$ cat src/rtl/lfp_pkg.sv
// package: constants and types for the led driver fault and power control block
package lfp_pkg;
    localparam int CHANNELS = 16;
    localparam int GS_BITS = 12;
    localparam int GROUPS = 4;
    // one group step of the enable ramp after reset is this many system clocks plus one
    localparam logic [3:0] GROUP_STEP_CYCLES = 4'h2;
    // grayscale clock counts at which detection current stops, per timing field code
    localparam logic [GS_BITS-1:0] LATCH_COUNT_0 = 12'h002;
    localparam logic [GS_BITS-1:0] LATCH_COUNT_1 = 12'h021;
    localparam logic [GS_BITS-1:0] LATCH_COUNT_2 = 12'h041;
    localparam logic [GS_BITS-1:0] LATCH_COUNT_3 = 12'h081;
    localparam logic [1:0] PS_OFF = 2'h0;
    localparam logic [1:0] PS_WAKE = 2'h1;
    localparam logic [1:0] PS_SLEEP = 2'h2;
    localparam logic [CHANNELS-1:0] FLAGS_RESET = 16'h0000;
    // channel to switching group map, two bits per channel, channel 0 in the low bits
    localparam logic [31:0] GROUP_MAP = 32'h1be4_1be4;
    typedef enum logic [1:0] {
        LFP_RUN = 2'b00,
        LFP_SAVE = 2'b01,
        LFP_WAIT = 2'b10
    } lfp_state_t;
endpackage : lfp_pkg

$ cat src/rtl/lfp_core.sv
// core: detection, power save, thermal and reference fault control with staggered outputs
//
// Operation
// [RQ1] detection enable starts detection current on all outputs at first grayscale clock
// [RQ2] detection current stops at timing-field count; open and short flags captured then
// [RQ3] grayscale pwm keeps running beside the detection current
// [RQ4] detection disabled: outputs follow only their grayscale value
// [RQ5] controller keeps outputs on at least 1 us before capture
// [RQ6] controller picks smallest timing setting above 1 us over clock period
// [RQ7] no detection current and no capture while in power save
// [RQ8] fault flags read 1 for fault: open low, short high, leakage when off
// [RQ9] power save armed when low two field bits nonzero
// [RQ10] field 01 or 10 and all-zero second grayscale write enters power save
// [RQ11] shift clock rising edge with field 01 leaves power save
// [RQ12] after leaving power save outputs stay off until next period start
// [RQ13] shorted reference pin sets its flag and forces all outputs off
// [RQ14] warning flag follows warning comparator, never forces outputs off
// [RQ15] warning flag clears at grayscale latch pulse if comparator is low
// [RQ16] shutdown comparator forces outputs off and sets error flag at once
// [RQ17] error flag clears only at grayscale latch pulse after comparator deasserts; code clears it at any latch pulse
// [RQ18] after shutdown outputs return at next period start with blank low; code also waits for the error flag to clear
// [RQ19] shutdown latch released by grayscale latch pulse with timing reset enabled
// [RQ20] outputs switch in four delayed groups, edges still tied to grayscale clock
// [RQ21] leakage flags frozen while detection mode enabled
// [RQ22] detection off: open and short flags of off outputs read 0
`timescale 1ns/1ns
module lfp_core #(
    parameter int CHANNELS = lfp_pkg::CHANNELS,
    parameter int GS_BITS = lfp_pkg::GS_BITS
) (
    input wire logic clk,
    input wire logic resetn,
    input wire logic grayscale_clock,
    input wire logic shift_clock,
    input wire logic latch_pulse,
    input wire logic latch_is_gs_write,
    input wire logic second_gs_all_zero,
    input wire logic timing_reset_enable,
    input wire logic blank,
    input wire logic invisible_detect_enable,
    input wire logic [1:0] detect_current_select,
    input wire logic [1:0] fault_latch_timing,
    input wire logic [1:0] power_save_field,
    input wire logic leakage_detect_enable,
    input wire logic [CHANNELS*GS_BITS-1:0] grayscale_value,
    input wire logic [CHANNELS-1:0] open_compare,
    input wire logic [CHANNELS-1:0] short_compare,
    input wire logic reference_short_compare,
    input wire logic warning_compare,
    input wire logic shutdown_compare,
    output logic [CHANNELS-1:0] sink_output_channel,
    output logic [CHANNELS-1:0] detect_sink_on,
    output logic [1:0] detect_current_level,
    output logic [CHANNELS-1:0] open_fault_flag,
    output logic [CHANNELS-1:0] short_fault_flag,
    output logic [CHANNELS-1:0] leakage_fault_flag,
    output logic reference_short_flag,
    output logic thermal_warning_flag,
    output logic thermal_error_flag,
    output logic power_save_state
);
    import lfp_pkg::*;

    // ==========================================================
    // reset release and input synchronisers
    logic [1:0] rst_sync;
    logic rst_n;
    always_ff @(posedge clk or negedge resetn) begin
        if (!resetn) rst_sync <= 2'h0;
        else rst_sync <= {rst_sync[0], 1'b1};
    end
    assign rst_n = rst_sync[1];

    localparam int NSYNC = 8;
    logic [NSYNC-1:0] sync_a;
    logic [NSYNC-1:0] sync_b;
    logic [2:0] edge_hist;
    wire [NSYNC-1:0] raw_in = {shift_clock, grayscale_clock, latch_pulse, blank,
        reference_short_compare, warning_compare, shutdown_compare, 1'b0};
    always_ff @(posedge clk or negedge rst_n) begin
        if (!rst_n) begin
            sync_a <= '0;
            sync_b <= '0;
            edge_hist <= 3'h0;
        end else begin
            sync_a <= raw_in;
            sync_b <= sync_a;
            edge_hist <= sync_b[7:5];
        end
    end
    wire sclk_rise = sync_b[7] && !edge_hist[2];
    wire gclk_rise = sync_b[6] && !edge_hist[1];
    wire lat_rise = sync_b[5] && !edge_hist[0];
    wire blank_s = sync_b[4];
    wire current_reference_pin_short = sync_b[3];
    wire warn_s = sync_b[2];
    wire tsd_s = sync_b[1];
    wire gs_lat = lat_rise && latch_is_gs_write;

    // ==========================================================
    // display period counter
    logic [GS_BITS-1:0] gs_count;
    logic period_start;
    always_ff @(posedge clk or negedge rst_n) begin
        if (!rst_n) gs_count <= '0;
        else if (gs_lat && timing_reset_enable) gs_count <= '0;
        else if (gclk_rise) gs_count <= gs_count + 1'b1;
    end
    // count is zero at the first grayscale clock of each period
    wire first_gclk = gclk_rise && (gs_count == '0);

    // ==========================================================
    // power save state machine
    lfp_state_t state;
    lfp_state_t next_state;
    wire ps_armed = (power_save_field != PS_OFF); // RQ9
    wire ps_enter = ps_armed && (power_save_field != 2'h3) && gs_lat
        && second_gs_all_zero; // RQ10
    always_comb begin
        next_state = state;
        case (state)
            LFP_RUN: if (ps_enter) next_state = LFP_SAVE;
            LFP_SAVE: if (sclk_rise && power_save_field == PS_WAKE) next_state = LFP_WAIT; // RQ11
            LFP_WAIT: if (first_gclk) next_state = LFP_RUN; // RQ12
            default: next_state = LFP_RUN;
        endcase
    end
    always_ff @(posedge clk or negedge rst_n) begin
        if (!rst_n) state <= LFP_RUN;
        else state <= next_state;
    end
    wire run = (state == LFP_RUN);

    // ==========================================================
    // thermal and reference faults
    logic shut_latched;
    always_ff @(posedge clk or negedge rst_n) begin
        if (!rst_n) begin
            shut_latched <= 1'b0;
            thermal_error_flag <= 1'b0;
            thermal_warning_flag <= 1'b0;
            reference_short_flag <= 1'b0;
        end else begin
            reference_short_flag <= current_reference_pin_short; // RQ13
            if (warn_s) thermal_warning_flag <= 1'b1; // RQ14
            else if (gs_lat) thermal_warning_flag <= 1'b0; // RQ15
            if (tsd_s) thermal_error_flag <= 1'b1; // RQ16
            else if (lat_rise) thermal_error_flag <= 1'b0; // RQ17
            if (tsd_s) shut_latched <= 1'b1; // RQ16
            else if (gs_lat && timing_reset_enable) shut_latched <= 1'b0; // RQ19
            else if (first_gclk && !blank_s && !thermal_error_flag) shut_latched <= 1'b0; // RQ18
        end
    end
    // comparator forces off at once, latch holds it after the comparator drops
    wire force_off = tsd_s || shut_latched || current_reference_pin_short || !run || blank_s; // RQ13 RQ16

    // ==========================================================
    // detection window
    logic [GS_BITS-1:0] latch_count;
    always_comb begin
        case (fault_latch_timing)
            2'h0: latch_count = LATCH_COUNT_0;
            2'h1: latch_count = LATCH_COUNT_1;
            2'h2: latch_count = LATCH_COUNT_2;
            default: latch_count = LATCH_COUNT_3;
        endcase
    end
    wire idm_ok = invisible_detect_enable && run; // RQ7
    wire capture = gclk_rise && (gs_count + 1'b1 == latch_count) && run; // RQ2 RQ7
    logic idm_active;
    always_ff @(posedge clk or negedge rst_n) begin
        if (!rst_n) idm_active <= 1'b0;
        else if (!idm_ok || capture) idm_active <= 1'b0; // RQ2
        else if (first_gclk) idm_active <= 1'b1; // RQ1
    end

    // ==========================================================
    // per-channel pwm, stagger and flags
    logic [3:0] step_cnt;
    logic [GROUPS-1:0] grp_en;
    always_ff @(posedge clk or negedge rst_n) begin
        if (!rst_n) begin
            step_cnt <= 4'h0;
            grp_en <= '0;
        end else begin
            // group k is enabled one step after group k-1, each step counted on the system clock
            step_cnt <= (step_cnt == GROUP_STEP_CYCLES) ? 4'h0 : step_cnt + 4'h1;
            if (step_cnt == GROUP_STEP_CYCLES) grp_en <= {grp_en[GROUPS-2:0], 1'b1}; // RQ20
        end
    end
    logic [CHANNELS-1:0] pwm_on;
    logic [CHANNELS-1:0] pwm_stag;
    genvar ch;
    generate
        for (ch = 0; ch < CHANNELS; ch++) begin : g_ch
            wire [GS_BITS-1:0] gsv = grayscale_value[ch*GS_BITS +: GS_BITS];
            wire [1:0] grp = GROUP_MAP[2*ch +: 2];
            // pwm from grayscale value only; detection never alters it
            assign pwm_on[ch] = (gsv > gs_count); // RQ3 RQ4
            logic [GROUPS-1:0] dly;
            always_ff @(posedge clk or negedge rst_n) begin
                if (!rst_n) dly <= '0;
                else dly <= {dly[GROUPS-2:0], pwm_on[ch]}; // RQ20
            end
            assign pwm_stag[ch] = dly[grp];
            always_ff @(posedge clk or negedge rst_n) begin
                if (!rst_n) begin
                    sink_output_channel[ch] <= 1'b0;
                    detect_sink_on[ch] <= 1'b0;
                    open_fault_flag[ch] <= FLAGS_RESET[ch];
                    short_fault_flag[ch] <= FLAGS_RESET[ch];
                    leakage_fault_flag[ch] <= FLAGS_RESET[ch];
                end else begin
                    sink_output_channel[ch] <= pwm_stag[ch] && !force_off && grp_en[grp]; // RQ20
                    detect_sink_on[ch] <= idm_active && !force_off; // RQ1 RQ3
                    if (capture) begin
                        // RQ8 RQ22
                        open_fault_flag[ch] <= (pwm_on[ch] || idm_active) && open_compare[ch];
                        short_fault_flag[ch] <= (pwm_on[ch] || idm_active) && short_compare[ch];
                    end
                    if (first_gclk && !invisible_detect_enable) // RQ21
                        leakage_fault_flag[ch] <= leakage_detect_enable && (gsv == '0)
                            && !short_compare[ch]; // RQ8
                end
            end
        end
    endgenerate

    always_ff @(posedge clk or negedge rst_n) begin
        if (!rst_n) begin
            detect_current_level <= 2'h0;
            power_save_state <= 1'b0;
        end else begin
            detect_current_level <= detect_current_select; // RQ1
            // waiting for the next period counts as awake; outputs stay off via run
            power_save_state <= (state == LFP_SAVE); // RQ11
        end
    end
endmodule : lfp_core

$ cat config.mk
export PLATFORM = sky130hd
export DESIGN_NAME = lfp_core
export DESIGN_NICKNAME = d
export VERILOG_FILES = /design/src/rtl/lfp_pkg.sv /design/src/rtl/lfp_core.sv
export SDC_FILE = /design/constraint.sdc
export NUM_CORES = 1
export LEC_CHECK = 0
export ABC_CLOCK_PERIOD_IN_PS = 5500
export BUFFER_PORTS_ARGS = -buffer_cell sky130_fd_sc_hd__buf_2
export CAP_MARGIN = 5
export CORE_MARGIN = 1
export CORE_UTILIZATION = 52
export DETAILED_ROUTE_END_ITERATION = 7
export GPL_TIMING_DRIVEN = 0
export PLACE_DENSITY = 0.8
export SLEW_MARGIN = 10
export SYNTH_ARGS = -nofsm -noshare
export SYNTH_HDL_FRONTEND = slang
export SYNTH_SLANG_ARGS = --single-unit
$ cat constraint.sdc
create_clock -name clk -period 5.5 [get_ports clk]
set_input_delay 0.275 -clock clk [delete_from_list [all_inputs] [get_ports clk]]
set_output_delay 0.275 -clock clk [all_outputs]
set_load 0.01 [all_outputs]
**After elaboration in Yosys (flattened, before gate mapping)**

Cells that the tools add are included.

- Register bits: 154
- Bits of input ports: 244
- Logic and storage cells: 327

- $lt $le $gt $ge: 16
- $add $sub $neg: 2
- Multiplexer cells: 17
- Equal/unequal tests: 11
- Reductions and logical operators: 185

Operators by type and width:

| kind | count |
|---|---|
| 12-bit logical NOT | 17 |
| 12-bit > comparator | 16 |
| 1-bit logical AND | 113 |
| 1-bit logical NOT | 25 |
| 12-bit 2-to-1 mux | 2 |
| 8-bit one-hot mux with 3 select lines | 1 |
| 1-bit logical OR | 21 |
| 12-bit by 1-bit adder with 12-bit output, second input constant | 1 |
| 12-bit == test | 1 |
| 2-bit nonzero test | 5 |
| 1-bit 2-to-1 mux | 9 |
| 2-bit != test, second input constant | 4 |
| 2-bit by 1-bit == test with 1-bit output, second input constant | 3 |
| 2-bit 2-to-1 mux | 3 |
| 2-bit one-hot mux with 3 select lines | 1 |
| 4-bit by 1-bit adder with 4-bit output, second input constant | 1 |
| 2-bit == test, second input constant | 2 |
| 4-bit by 2-bit == test with 1-bit output, second input constant | 1 |
| 2-bit logical NOT | 2 |
| 4-bit 2-to-1 mux | 1 |
| 3-bit AND reduction | 1 |
| 3-bit nonzero test | 1 |

**Depth between registers and ports, before layout**

Gate-level depths: netlist of the first run.

- Depth after elaboration: 8
- Gate-level depth with buffers: 9
- Depth with buffers taken out: 8

**Worst setup path before layout of the first run**

Ideal clock, no wire load.

- Kind: reg2reg
- From: register gs_count[0]
- To: register open_fault_flag[10]
- Required time: 5380 ps
- Library setup time: 120 ps
- Stages on the path, launching flop included: 9
- Path slack: 2716 ps
- Data arrival time: 2664 ps
- Path through: dfrtp_1 -> ha_1 -> nand3_4 -> or3_4 -> a211o_1 -> a32oi_2 -> clkbuf_1 -> a21boi_0 -> a31o_2

- Longest elaborated chain between the ends: 4
- Elaborated cells on any way between the ends: 7
- Those cells by class: add/sub: 1; order compare: 1; eq/ne: 1; reduce/logical: 4

Ends and longest elaborated chain:

| item | RTL line | source |
|---|---|---|
| start, declared | lfp_core.sv:102 | `logic [GS_BITS-1:0] gs_count;` |
| start signal, assigned | lfp_core.sv:107 | `else if (gclk_rise) gs_count <= gs_count + 1'b1;` |
| 12-bit by 1-bit adder with 12-bit output | lfp_core.sv:169 | `wire capture = gclk_rise && (gs_count + 1'b1 == latch_count) && run;` |
| 12-bit == test | lfp_core.sv:169 |  |
| 1-bit logical AND (2 in a row) | lfp_core.sv:169 |  |
| end signal, assigned by index | lfp_core.sv:210 | `open_fault_flag[ch] <= FLAGS_RESET[ch];` |
| end signal, assigned by index | lfp_core.sv:218 | `open_fault_flag[ch] <= (pwm_on[ch] \|\| idm_active) && open_compare[ch];` |
| end, declared | lfp_core.sv:54 | `output logic [CHANNELS-1:0] open_fault_flag,` |

Parallel ways exist; a longest one is shown, timed or not.
A chain may end at the register's enable or synchronous reset.

**Worst setup path in the final report of the first run**

- From: register gs_count[0]
- To: register open_fault_flag[2]

The elaborated chain is that of the path after synthesis.

==> results.py, run 1 <==
metrics = {
    "outcome": {
        "outcome": "finished, final reports clean",
    },
    "placement": {
        "post-dp-hpwl_mm": 24.8,
        "portBuffers": 329,
        "dp_slack_ns": 1.54,
        "placed_cell_area_mm2": 0.0125,
        "gp_congestion": 0.899,
    },
    "detailed_routing": {
        "drc": 0,
        "viasPerCell": 5.86,
        "first_iter_violations": 559,
        "vias": 9711,
        "finalWirelength_mm": 33.0,
        "first_pass_iters": 4,
        "wl_per_cell_um": 19.9,
        "final_antenna_net_count": 0,
    },
    "run": {
        "max_cap_viol_count": 0,
    },
    "die": {
        "initial_core_util_pct": 53.5,
        "die_width_um": 144,
        "core_area_mm2": 0.0196,
        "pin_count": 330,
        "num_rows": 51,
        "die_h_um": 144,
        "dieArea_mm2": 0.0207,
    },
    "pwr": {
        "pwr-share-clk_pct": 31.4,
        "p_per_area_mw_per_mm2": 288,
        "p_comb_share_pct": 32.9,
        "max-vdd-ir-drop_uv": 181,
        "internal_power_mw": 2.50,
        "switchingPower_mw": 1.31,
        "p_total_mw": 3.81,
        "p_leak_nw": 6.45,
        "swShare_pct": 34.4,
        "seqPwrFrac_pct": 35.7,
    },
    "yosys": {
        "yosys_warnings": 0,
        "synth.avg_cell_area_um2": 10.3,
        "synth_edf_count": 0,
        "ys_seq_area_share_pct": 36.7,
        "yosys.area.top_type": "dfrtp_1",
        "synth_nets": 1457,
        "yosysTopAreaCellShare_pct": 36.7,
        "ys_ff_latch": 154,
        "netlist_area_mm2": 0.0105,
        "ys_types": 44,
        "synth_ff_type": "dfrtp_1",
        "synthCells": 1018,
        "postSynth.asyncResetShare_pct": 100,
        "ys_top_cells_by_area": "dfrtp_1 (37%), ha_1 (23%), nand4_1 (4.1%), a21oi_1 (4.0%), o211ai_1 (2.4%)",
    },
    "timing": {
        "finalClockSkew_ns": 0.00864,
        "fin_crit_ns": 4.04,
        "tns_ns": 0,
        "hold_viol": 0,
        "tightest_slew_ns": 1.27,
        "period_share_pct": 73.4,
        "setup_viol": 0,
        "timing.fmax_ghz": 0.248,
        "slew_viol_final": 0,
        "max-slew-margin-rel_pct": 15.4,
        "fin_ws_ns": 1.46,
        "rsz0062_at_grt": "no",
    },
    "critical_path": {
        "reg2reg_slack_ns": 1.46,
        "r2r-start": "gs_count[0]",
        "startpoint_type": "flip-flop",
        "r2r-end": "open_fault_flag[2]",
        "required_ns": 5.81,
        "crit_path_end": "open_fault_flag[2]",
        "path_class": "reg -> reg",
        "crit_arrival_ns": 4.35,
        "crit_path_max_fanout": 24,
        "end_kind": "flip-flop",
        "r2r_cells": 8,
        "startpoint": "gs_count[0]",
    },
    "clock_tree": {
        "clk_pin_slew_ns": 0.06,
        "h-tree-depth": 4,
        "cts_max_path_buffers": 2,
        "cts-resized-gates": 0,
        "clk_latency_ns": 0.43,
        "cts_tree": "yes",
        "ctsRootBufferMaster": "clkbuf_16",
        "cts_num_sinks": 154,
        "cts_made_buffers": 17,
    },
    "global_routing": {
        "antenna_found_initial": 3,
        "grt_max_degree": 60,
        "first_global_vias": 9334,
        "track_usage_pct": 32.4,
        "grt_pass1_wl_mm": 49.8,
        "overflow": 0,
    },
    "final_layout": {
        "finalInstanceArea_mm2": 0.0132,
        "areaGrowthSynthToFinish_pct": 26.2,
        "final_cell_mix": "buf_2 (330), ha_1 (195), dfrtp_1 (153), a21oi_1 (83), nand4_1 (68)",
        "layout_commonest_cell": "buf_2",
        "nets": 1817,
        "fill_cells": 1583,
        "multi_input_area_mm2": 0.00629,
        "layout-drive-gt1-share_pct": 31.5,
        "seqCellArea_mm2": 0.00386,
        "final_util_pct": 67.6,
    },
    "min_path": {
        "hp-class": "in -> reg",
        "whs_path_depth": 2,
    },
}
-- final cells by class --
type,count,share of cell area (%)
clock buffers,17,3.21
flip-flops and latches,154,29.1
diodes,2,0.0378
well taps,265,2.51
inverters,32,0.908
multi-input cells,796,47.5
plain buffers,36,1.68
repair buffers,341,13.6
clock inverters,15,1.34
-- power by group through the flow --
stage	Sequential (mW)	Clock, mW	Combinational [mW]
5_1_grt	1.38	1.25	1.39
6_report	1.36	1.20	1.25
3_3_place_gp	1.39	0	1.16
4_1_cts	1.36	1.21	1.25
3_5_place_dp	1.38	0	1.23
2_1_floorplan	1.39	0	0.737
-- Yosys cell counts, drive strengths merged (17+ instances only) --
master and number:
nor4 35, dfrtp 154, nor4b 17, nor2 40, a21boi 32, xnor2 20
buf 21, a21oi 83, nand2 49, inv 32, nand4 68, ha 195
o211ai 33, and3 19, or2 20, o21ai 34, a31o 33, a21o 17
nor2b 34
-- worst min path at each step --
stage	slack, ns	start	endpoint
floorplan	-0.02	resetn	rst_sync[0]
global placement	0.06	resetn	rst_sync[1]
detailed placement	0.06	resetn	rst_sync[0]
CTS	0.07	open_compare[11]	open_fault_flag[11]
global route	0.07	open_compare[11]	open_fault_flag[11]
finish	0.08	open_compare[11]	open_fault_flag[11]
-- through the flow --
stage / instances / hold WS [ns]
after floorplan: 1018 / -0.0206
after global placement: 1612 / 0.0601
after detailed placement: 1614 / 0.0607
after CTS: 1656 / 0.0688
after global routing: 1658 / 0.0661
final: 1658 / 0.0769
-- repair_timing --
item	CTS	global route
hold buffers	10	0
endpoints found under the hold margin	11	0
setup buffers	0	0
-- kinds of logic (layout without fill, tap and decap cells) --
group	after synthesis	after routing	synth area share, %
adders and majority gates	195	195	23.3
muxes	4	4	0.429
other	1	3	0.0358
DFF	154	154	36.7
and+or+nand+nor	305	305	16.6
AOI/OAI and AO/OA	271	271	18.0
xor gates and xnor gates	20	20	1.67
buffers and inverters	68	441	3.27
-- routing by layer --
| layer | vias to the layer above | wire length, um | GRT usage, % |
|---|---|---|---|
| met1 | 4618 | 13700 | 40.5 |
| met5 | - | 0 | 0 |
| met2 | 398 | 16000 | 55.1 |
| met4 | 0 | 871 | 11.8 |
| li1 | 4635 | - | - |
| met3 | 60 | 2470 | 6.72 |
-- registers in the layout, summed over array words and instances, names as in the netlist --
name and flops:
sync_a 7, state 2, idm_active 1, open_fault_flag 16, rst_sync 2, sink_output_channel 16, reference_short_flag 1, leakage_fault_flag 16
gs_count 12, short_fault_flag 16, shut_latched 1, grp_en 4, detect_sink_on 1, edge_hist 3, detect_current_level 2, thermal_warning_flag 1
power_save_state 1, step_cnt 4, g_ch.dly 40, sync_b 7, thermal_error_flag 1
-- critical path, stage by stage, from the launching register on --
cell	delay [ns]
dfrtp_1	1.18
ha_1	0.41
nand3_4	0.16
o21ai_0	0.36
nand4_1	0.21
a2111oi_2	0.79
clkbuf_1	0.38
a21boi_0	0.19
a31o_2	0.25
(Power assumes the default switching activity.)
==> inputs of run 2 (changes only) <==
--- a/config.mk
+++ b/config.mk
@@ -5,14 +5,15 @@
 export SDC_FILE = /design/constraint.sdc
 export NUM_CORES = 1
 export LEC_CHECK = 0
-export ABC_CLOCK_PERIOD_IN_PS = 5500
+export ABC_AREA = 1
+export ABC_CLOCK_PERIOD_IN_PS = 4200
 export BUFFER_PORTS_ARGS = -buffer_cell sky130_fd_sc_hd__buf_2
 export CAP_MARGIN = 5
 export CORE_MARGIN = 1
-export CORE_UTILIZATION = 52
+export CORE_UTILIZATION = 53
 export DETAILED_ROUTE_END_ITERATION = 7
 export GPL_TIMING_DRIVEN = 0
-export PLACE_DENSITY = 0.8
+export PLACE_DENSITY = 0.81
 export SLEW_MARGIN = 10
 export SYNTH_ARGS = -nofsm -noshare
 export SYNTH_HDL_FRONTEND = slang
==> constraint.sdc (replaced) <==
create_clock -name clk -period 4.2 [get_ports clk]
set_input_delay 0.21 -clock clk [delete_from_list [all_inputs] [get_ports clk]]
set_output_delay 0.21 -clock clk [all_outputs]
set_load 0.01 [all_outputs]
==> run 2 against run 1 <==
  * First-iteration DRC count rose by 27%
  * Critical path type unchanged
  * Final cell count rose by 24%
  * Worst setup slack got worse by 0.63 ns
  * Largest power group unchanged
  * Sequential share of layout area fell by 1.5 points
  * Synthesized cell count rose by 38%
  * Global-route usage rose by 1.6 points
  * Highest routed layer unchanged
==> results.py, run 2 <==
metrics = {
    "outcome": {
        "outcome": "finished, final reports clean",
    },
    "critical_path": {
        "startpoint": "gs_count[1]",
        "required_ns": 4.57,
        "end_kind": "flip-flop",
        "reg2reg_slack_ns": 0.84,
        "r2r-start": "gs_count[1]",
        "startpoint_type": "flip-flop",
        "path_class": "reg -> reg",
        "crit_arrival_ns": 3.73,
        "crit_path_max_fanout": 18,
    },
    "yosys": {
        "netlist_area_mm2": 0.0112,
        "postSynth.asyncResetShare_pct": 100,
        "ys_ff_latch": 154,
        "synth_nets": 1844,
        "ys_types": 33,
        "synth_common_cells": "nand2_1 (358), inv_1 (202), ha_1 (195), dfrtp_1 (154), nand3_1 (97)",
        "synth_edf_count": 0,
        "synthCells": 1405,
        "yosysMostFrequentCell": "nand2_1",
        "yosys_warnings": 0,
        "yosysTopAreaCellShare_pct": 34.4,
        "ys_top_cells_by_area": "dfrtp_1 (34%), ha_1 (22%), nand2_1 (12%), inv_1 (6.8%), nand3_1 (4.3%)",
        "ys_seq_area_share_pct": 34.4,
        "yosys.area.top_type": "dfrtp_1",
        "synth_ff_type": "dfrtp_1",
        "synth.avg_cell_area_um2": 7.97,
    },
    "final_layout": {
        "layout_commonest_cell": "nand2_1",
        "areaGrowthSynthToFinish_pct": 24.5,
        "nets": 2204,
        "multi_input_area_mm2": 0.00635,
        "largest-register": "g_ch.dly",
        "fill_cells": 1696,
        "seqCellArea_mm2": 0.00386,
        "final_cell_mix": "nand2_1 (358), buf_2 (334), inv_1 (202), ha_1 (195), dfrtp_1 (153)",
        "layout-drive-gt1-share_pct": 24.5,
        "largest_reg_flops": 40,
    },
    "pwr": {
        "swShare_pct": 36.3,
        "internal_power_mw": 3.26,
        "max-vdd-ir-drop_uv": 283,
        "switchingPower_mw": 1.85,
        "pwr-share-clk_pct": 29.3,
        "p_per_area_mw_per_mm2": 366,
        "seqPwrFrac_pct": 37.8,
        "p_comb_share_pct": 32.9,
        "p_leak_nw": 7.82,
    },
    "detailed_routing": {
        "final_antenna_net_count": 0,
        "drc": 0,
        "first_pass_iters": 6,
        "vias": 11280,
        "wl_per_cell_um": 17.7,
        "first_iter_violations": 708,
        "finalWirelength_mm": 36.5,
        "viasPerCell": 5.48,
    },
    "timing": {
        "tns_ns": 0,
        "slew_viol_final": 0,
        "setup_viol": 0,
        "timing.fmax_ghz": 0.297,
        "period_share_pct": 80.1,
        "fin_ws_ns": 0.836,
        "finalClockSkew_ns": 0.00893,
        "hold_viol": 0,
        "tightest_slew_ns": 1.31,
        "rsz0062_at_grt": "no",
        "fin_crit_ns": 3.36,
        "max-slew-margin-rel_pct": 12.6,
    },
    "global_routing": {
        "grt_pass1_wl_mm": 56.2,
        "antenna_found_initial": 9,
        "track_usage_pct": 34.0,
        "first_global_vias": 10925,
        "grt_max_degree": 62,
        "overflow": 0,
    },
    "die": {
        "initial_core_util_pct": 54.7,
        "pin_count": 330,
        "dieArea_mm2": 0.0217,
        "die_h_um": 147,
        "core_area_mm2": 0.0205,
        "num_rows": 52,
        "die_width_um": 147,
    },
    "clock_tree": {
        "cts_tree": "yes",
        "h-tree-depth": 4,
        "ctsRootBufferMaster": "clkbuf_16",
        "clk_latency_ns": 0.43,
        "cts_num_sinks": 154,
        "cts_max_path_buffers": 2,
        "cts-resized-gates": 0,
        "clk_pin_slew_ns": 0.06,
        "cts_made_buffers": 17,
    },
    "min_path": {
        "hp-class": "in -> async",
    },
    "placement": {
        "portBuffers": 329,
        "gp_congestion": 0.925,
        "post-dp-hpwl_mm": 27.1,
        "dp_slack_ns": 0.874,
    },
    "run": {
        "max_cap_viol_count": 0,
    },
}
[run 2: cell count changes in the layout (fill, tap and decap cells not counted), moves of 19 or more]
cell | previous run | this run
nand2_1 | 49 | 358
inv_1 | 32 | 202
nand3_1 | 4 | 97
nor2_1 | 40 | 84
a21oi_1 | 83 | 49
nor2b_1 | 34 | 0
o211ai_1 | 33 | 0
nand4_1 | 68 | 42
a31o_2 | 24 | 0
xnor2_1 | 20 | 1
[run 2: final timing paths]
| check | end | cells after the start |
|---|---|---|
| worst max register to register | leakage_fault_flag[0] | 9 |
| worst max-delay path | leakage_fault_flag[0] | 9 |
| worst min register to register | g_ch[14].dly[1] | 0 |
| worst min-delay path | rst_sync[1] | 2 |
| min in group clk | idm_active | 5 |
| max in group asynchronous | leakage_fault_flag[0] | 1 |
[run 2: per-layer routing]
metal  vias to the layer above  track usage, %  part of all wire (%)
met2                       573            57.0                    46
li1                       5394               -                     -
met5                         -               0                     0
met1                      5169            40.1                    40
met3                       144            8.33                   8.2
met4                         0            18.2                   5.3
[run 2: final cells by class]
class                           instances  area share [%]
Antenna cell                           10           0.179
Buffer                                 32            1.66
Clock buffer                           18            3.15
Clock inverter                         14           0.969
Inverter                              205            5.52
Multi-Input combinational cell       1014            45.5
Sequential cell                       154            27.7
Tap cell                              270            2.42
Timing Repair Buffer                  341            12.9
[run 2: power by group through the flow]
| stage | Sequential (mW) | Combinational (mW) | Clock, mW |
|---|---|---|---|
| final | 1.93 | 1.68 | 1.50 |
| after global routing | 1.96 | 1.88 | 1.58 |
| after CTS | 1.93 | 1.67 | 1.51 |
| after detailed placement | 1.95 | 1.65 | 0 |
| after global placement | 1.96 | 1.55 | 0 |
| after floorplan | 2.03 | 0.845 | 0 |
[run 2: kinds of logic (layout without fill, tap and decap cells)]
family                   after synthesis  in the layout  share of synthesized area, %
flip-flops                           154            154                          34.4
XOR/XNOR                               2              2                         0.156
AO/OA/AOI/OAI                        138            138                          7.40
AND/OR/NAND/NOR                      678            678                          27.3
buffers and inverters                237            610                          8.93
adder cells (fa/ha/maj)              195            195                          21.8
other                                  1             11                        0.0335
[run 2: repair_timing]
item | in CTS | in global routing
hold buffers | 10 | 0
buffers inserted | 0 | 0
hold endpoints to repair | 11 | 0
[run 2: per-stage QoR]
| step | std cells | power [mW] | hold slack, ns | cell area (um2) | util, % |
|---|---|---|---|---|---|
| floorplan | 1405 | 2.88 | -0.0856 | 11200 | - |
| global route | 2056 | 5.42 | 0.0941 | 13900 | 68.0 |
| CTS | 2048 | 5.11 | 0.0789 | 13900 | 67.9 |
| detailed placement | 2006 | 3.60 | 0.00000949 | 13200 | 64.6 |
| finish | 2058 | 5.11 | 0.101 | 13900 | 68.1 |
| global placement | 2004 | 3.51 | -0.00555 | 13200 | 64.4 |
[run 2: worst max-delay path: stages (launching register included)]
cell and delay [ns]:
dfrtp_1 0.43, inv_1 0.80, ha_1 0.31, nand4_1 0.10, nor2_1 0.19, nand3_1 0.24, nor2_1 0.47, clkbuf_1 0.52
o21ai_0 0.15, inv_1 0.08
==> inputs of run 3 (changes only) <==
--- a/config.mk
+++ b/config.mk
@@ -6,14 +6,14 @@
 export NUM_CORES = 1
 export LEC_CHECK = 0
 export ABC_AREA = 1
-export ABC_CLOCK_PERIOD_IN_PS = 4200
+export ABC_CLOCK_PERIOD_IN_PS = 3050
 export BUFFER_PORTS_ARGS = -buffer_cell sky130_fd_sc_hd__buf_2
 export CAP_MARGIN = 5
 export CORE_MARGIN = 1
-export CORE_UTILIZATION = 53
+export CORE_UTILIZATION = 48
 export DETAILED_ROUTE_END_ITERATION = 7
 export GPL_TIMING_DRIVEN = 0
-export PLACE_DENSITY = 0.81
+export PLACE_DENSITY = 0.77
 export SLEW_MARGIN = 10
 export SYNTH_ARGS = -nofsm -noshare
 export SYNTH_HDL_FRONTEND = slang
==> constraint.sdc (replaced) <==
create_clock -name clk -period 3.05 [get_ports clk]
set_input_delay 0.1525 -clock clk [delete_from_list [all_inputs] [get_ports clk]]
set_output_delay 0.1525 -clock clk [all_outputs]
set_load 0.01 [all_outputs]
==> run 3 against run 2 <==
  * Critical path depth up 4
  * Worst hold slack worse by 0.076 ns
  * Sequential power up 38%
  * Flip-flop and latch count unchanged
  * Combinational power up 37%
  * Critical endpoint is now open_fault_flag[3]
  * Largest power group unchanged
==> results.py, run 3 (synthesis gave the netlist of run 2 again) <==
metrics = {
    "timing": {
        "timing.fmax_ghz": 0.356,
        "fin_ws_ns": 0.240,
        "max-slew-margin-rel_pct": 18.5,
        "tightest_slew_ns": 1.22,
        "finalClockSkew_ns": 0.0148,
        "hold_viol": 0,
        "timing.hold.ws_ns": 0.0251,
        "period_share_pct": 92.1,
        "tns_ns": 0,
        "fin_crit_ns": 2.81,
        "setup_viol": 0,
        "rsz0062_at_grt": "no",
        "slew_viol_final": 0,
    },
    "detailed_routing": {
        "wl_per_cell_um": 17.3,
        "first_iter_violations": 749,
        "drc": 0,
        "finalWirelength_mm": 36.3,
        "first_pass_iters": 7,
        "vias": 11166,
        "viasPerCell": 5.31,
        "final_antenna_net_count": 0,
    },
    "clock_tree": {
        "clk_pin_slew_ns": 0.07,
        "cts_tree": "yes",
        "h-tree-depth": 4,
        "cts_num_sinks": 154,
        "cts_max_path_buffers": 2,
        "ctsRootBufferMaster": "clkbuf_16",
        "cts_setup_buffers": 0,
        "cts_made_buffers": 17,
        "clk_latency_ns": 0.42,
    },
    "global_routing": {
        "grt_pass1_wl_mm": 56.6,
        "met1_usage_pct": 37.9,
        "grtUsageMet3_pct": 6.58,
        "overflow": 0,
        "grt_busiest_layer": "met2",
        "antenna_found_initial": 13,
        "track_usage_pct": 31.0,
        "grt_use_met2_pct": 52.3,
        "grt_max_degree": 58,
        "first_global_vias": 10921,
    },
    "pwr": {
        "p_leak_nw": 7.84,
        "max-vdd-ir-drop_uv": 346,
        "p_total_mw": 7.15,
        "p_per_area_mw_per_mm2": 509,
    },
    "critical_path": {
        "crit_arrival_ns": 3.17,
        "crit_path_max_fanout": 18,
        "startpoint_type": "flip-flop",
        "r2r_cells": 13,
        "path_class": "reg -> reg",
        "end_kind": "flip-flop",
        "required_ns": 3.41,
    },
    "min_path": {
        "hp-class": "in -> reg",
        "whs_path_depth": 3,
    },
    "final_layout": {
        "layout-drive-gt1-share_pct": 24.7,
        "finalInstanceArea_mm2": 0.0140,
        "nets": 2204,
        "largest_reg_flops": 40,
        "fill_cells": 2005,
        "final_cells": 2101,
        "largest-register": "g_ch.dly",
        "layout_commonest_cell": "nand2_1",
        "areaGrowthSynthToFinish_pct": 25.4,
        "final_util_pct": 61.7,
        "final_cell_mix": "nand2_1 (358), buf_2 (334), inv_1 (198), ha_1 (195), dfrtp_1 (152)",
    },
    "outcome": {
        "outcome": "finished, final reports clean",
    },
    "die": {
        "die_width_um": 155,
        "dieArea_mm2": 0.0240,
        "core_area_mm2": 0.0228,
        "die_h_um": 155,
        "initial_core_util_pct": 49.2,
        "pin_count": 330,
        "num_rows": 55,
    },
    "run": {
        "max_cap_viol_count": 0,
    },
    "placement": {
        "dp.cells": 2049,
        "gp_congestion": 0.944,
        "portBuffers": 329,
        "dp_slack_ns": -0.211,
        "post-dp-hpwl_mm": 27.3,
        "placed_cell_area_mm2": 0.0133,
    },
}
run 3: cell count changes in the layout (fill, tap and decap cells not counted):
cell,before,now
bufinv_16,1,2
clkbuf_2,0,1
clkbuf_8,1,0
clkinv_2,2,0
clkinvlp_4,3,5
dfrtp_1,153,152
dfrtp_2,0,1
inv_1,202,198
inv_6,5,4
inv_8,1,5
run 3: final timing paths:
path	startpoint	end	slack (ns)
max in group asynchronous	rst_sync[1]	open_fault_flag[9]	2.05
hold reg to reg	rst_sync[1]	detect_current_level[0]	0.32
min in group asynchronous	resetn	rst_sync[1]	0.04
hold / removal	latch_is_gs_write	state[0]	0.03
setup / recovery	gs_count[1]	open_fault_flag[3]	0.24
setup reg to reg	gs_count[1]	open_fault_flag[3]	0.24
run 3: area by class of cell:
| class | count | area (um2) | area share, % |
|---|---|---|---|
| inverters | 205 | 785 | 5.58 |
| multi-input cells | 1014 | 6350 | 45.2 |
| flip-flops and latches | 154 | 3860 | 27.5 |
| diodes | 10 | 25.0 | 0.178 |
| clock inverters | 14 | 176 | 1.26 |
| well taps | 313 | 392 | 2.79 |
| plain buffers | 32 | 233 | 1.66 |
| clock buffers | 18 | 429 | 3.05 |
| repair buffers | 341 | 1800 | 12.8 |
run 3: per-layer routing:
metal	up-vias	share of wire, %
met3	99	6.9
met1	5219	42
met2	455	47
met5	-	0.063
li1	5389	-
met4	4	3.7
run 3: worst max-delay path: stages, from the launching register on:
cell and delay (ns):
dfrtp_1 0.46, clkinvlp_4 0.54, ha_1 0.55, nand2_1 0.06, inv_1 0.08, nand2_1 0.04
nand2_1 0.07, nand3_1 0.08, nor2_2 0.13, nand3_1 0.13, nor2_4 0.20, buf_6 0.21
nand3_1 0.09, nand2_1 0.08
run 3: timing repair:
action	4_1_cts	5_1_grt
resized for setup	5	2
endpoints found under the setup margin	14	1
endpoints found under the hold margin	11	0
hold buffers	10	0
run 3: power by group:
group	internal [mW]	leakage (nW)	switching [mW]
clock	1.25	0.296	0.931
combinational	0.916	5.68	1.40
sequential	2.41	1.86	0.258
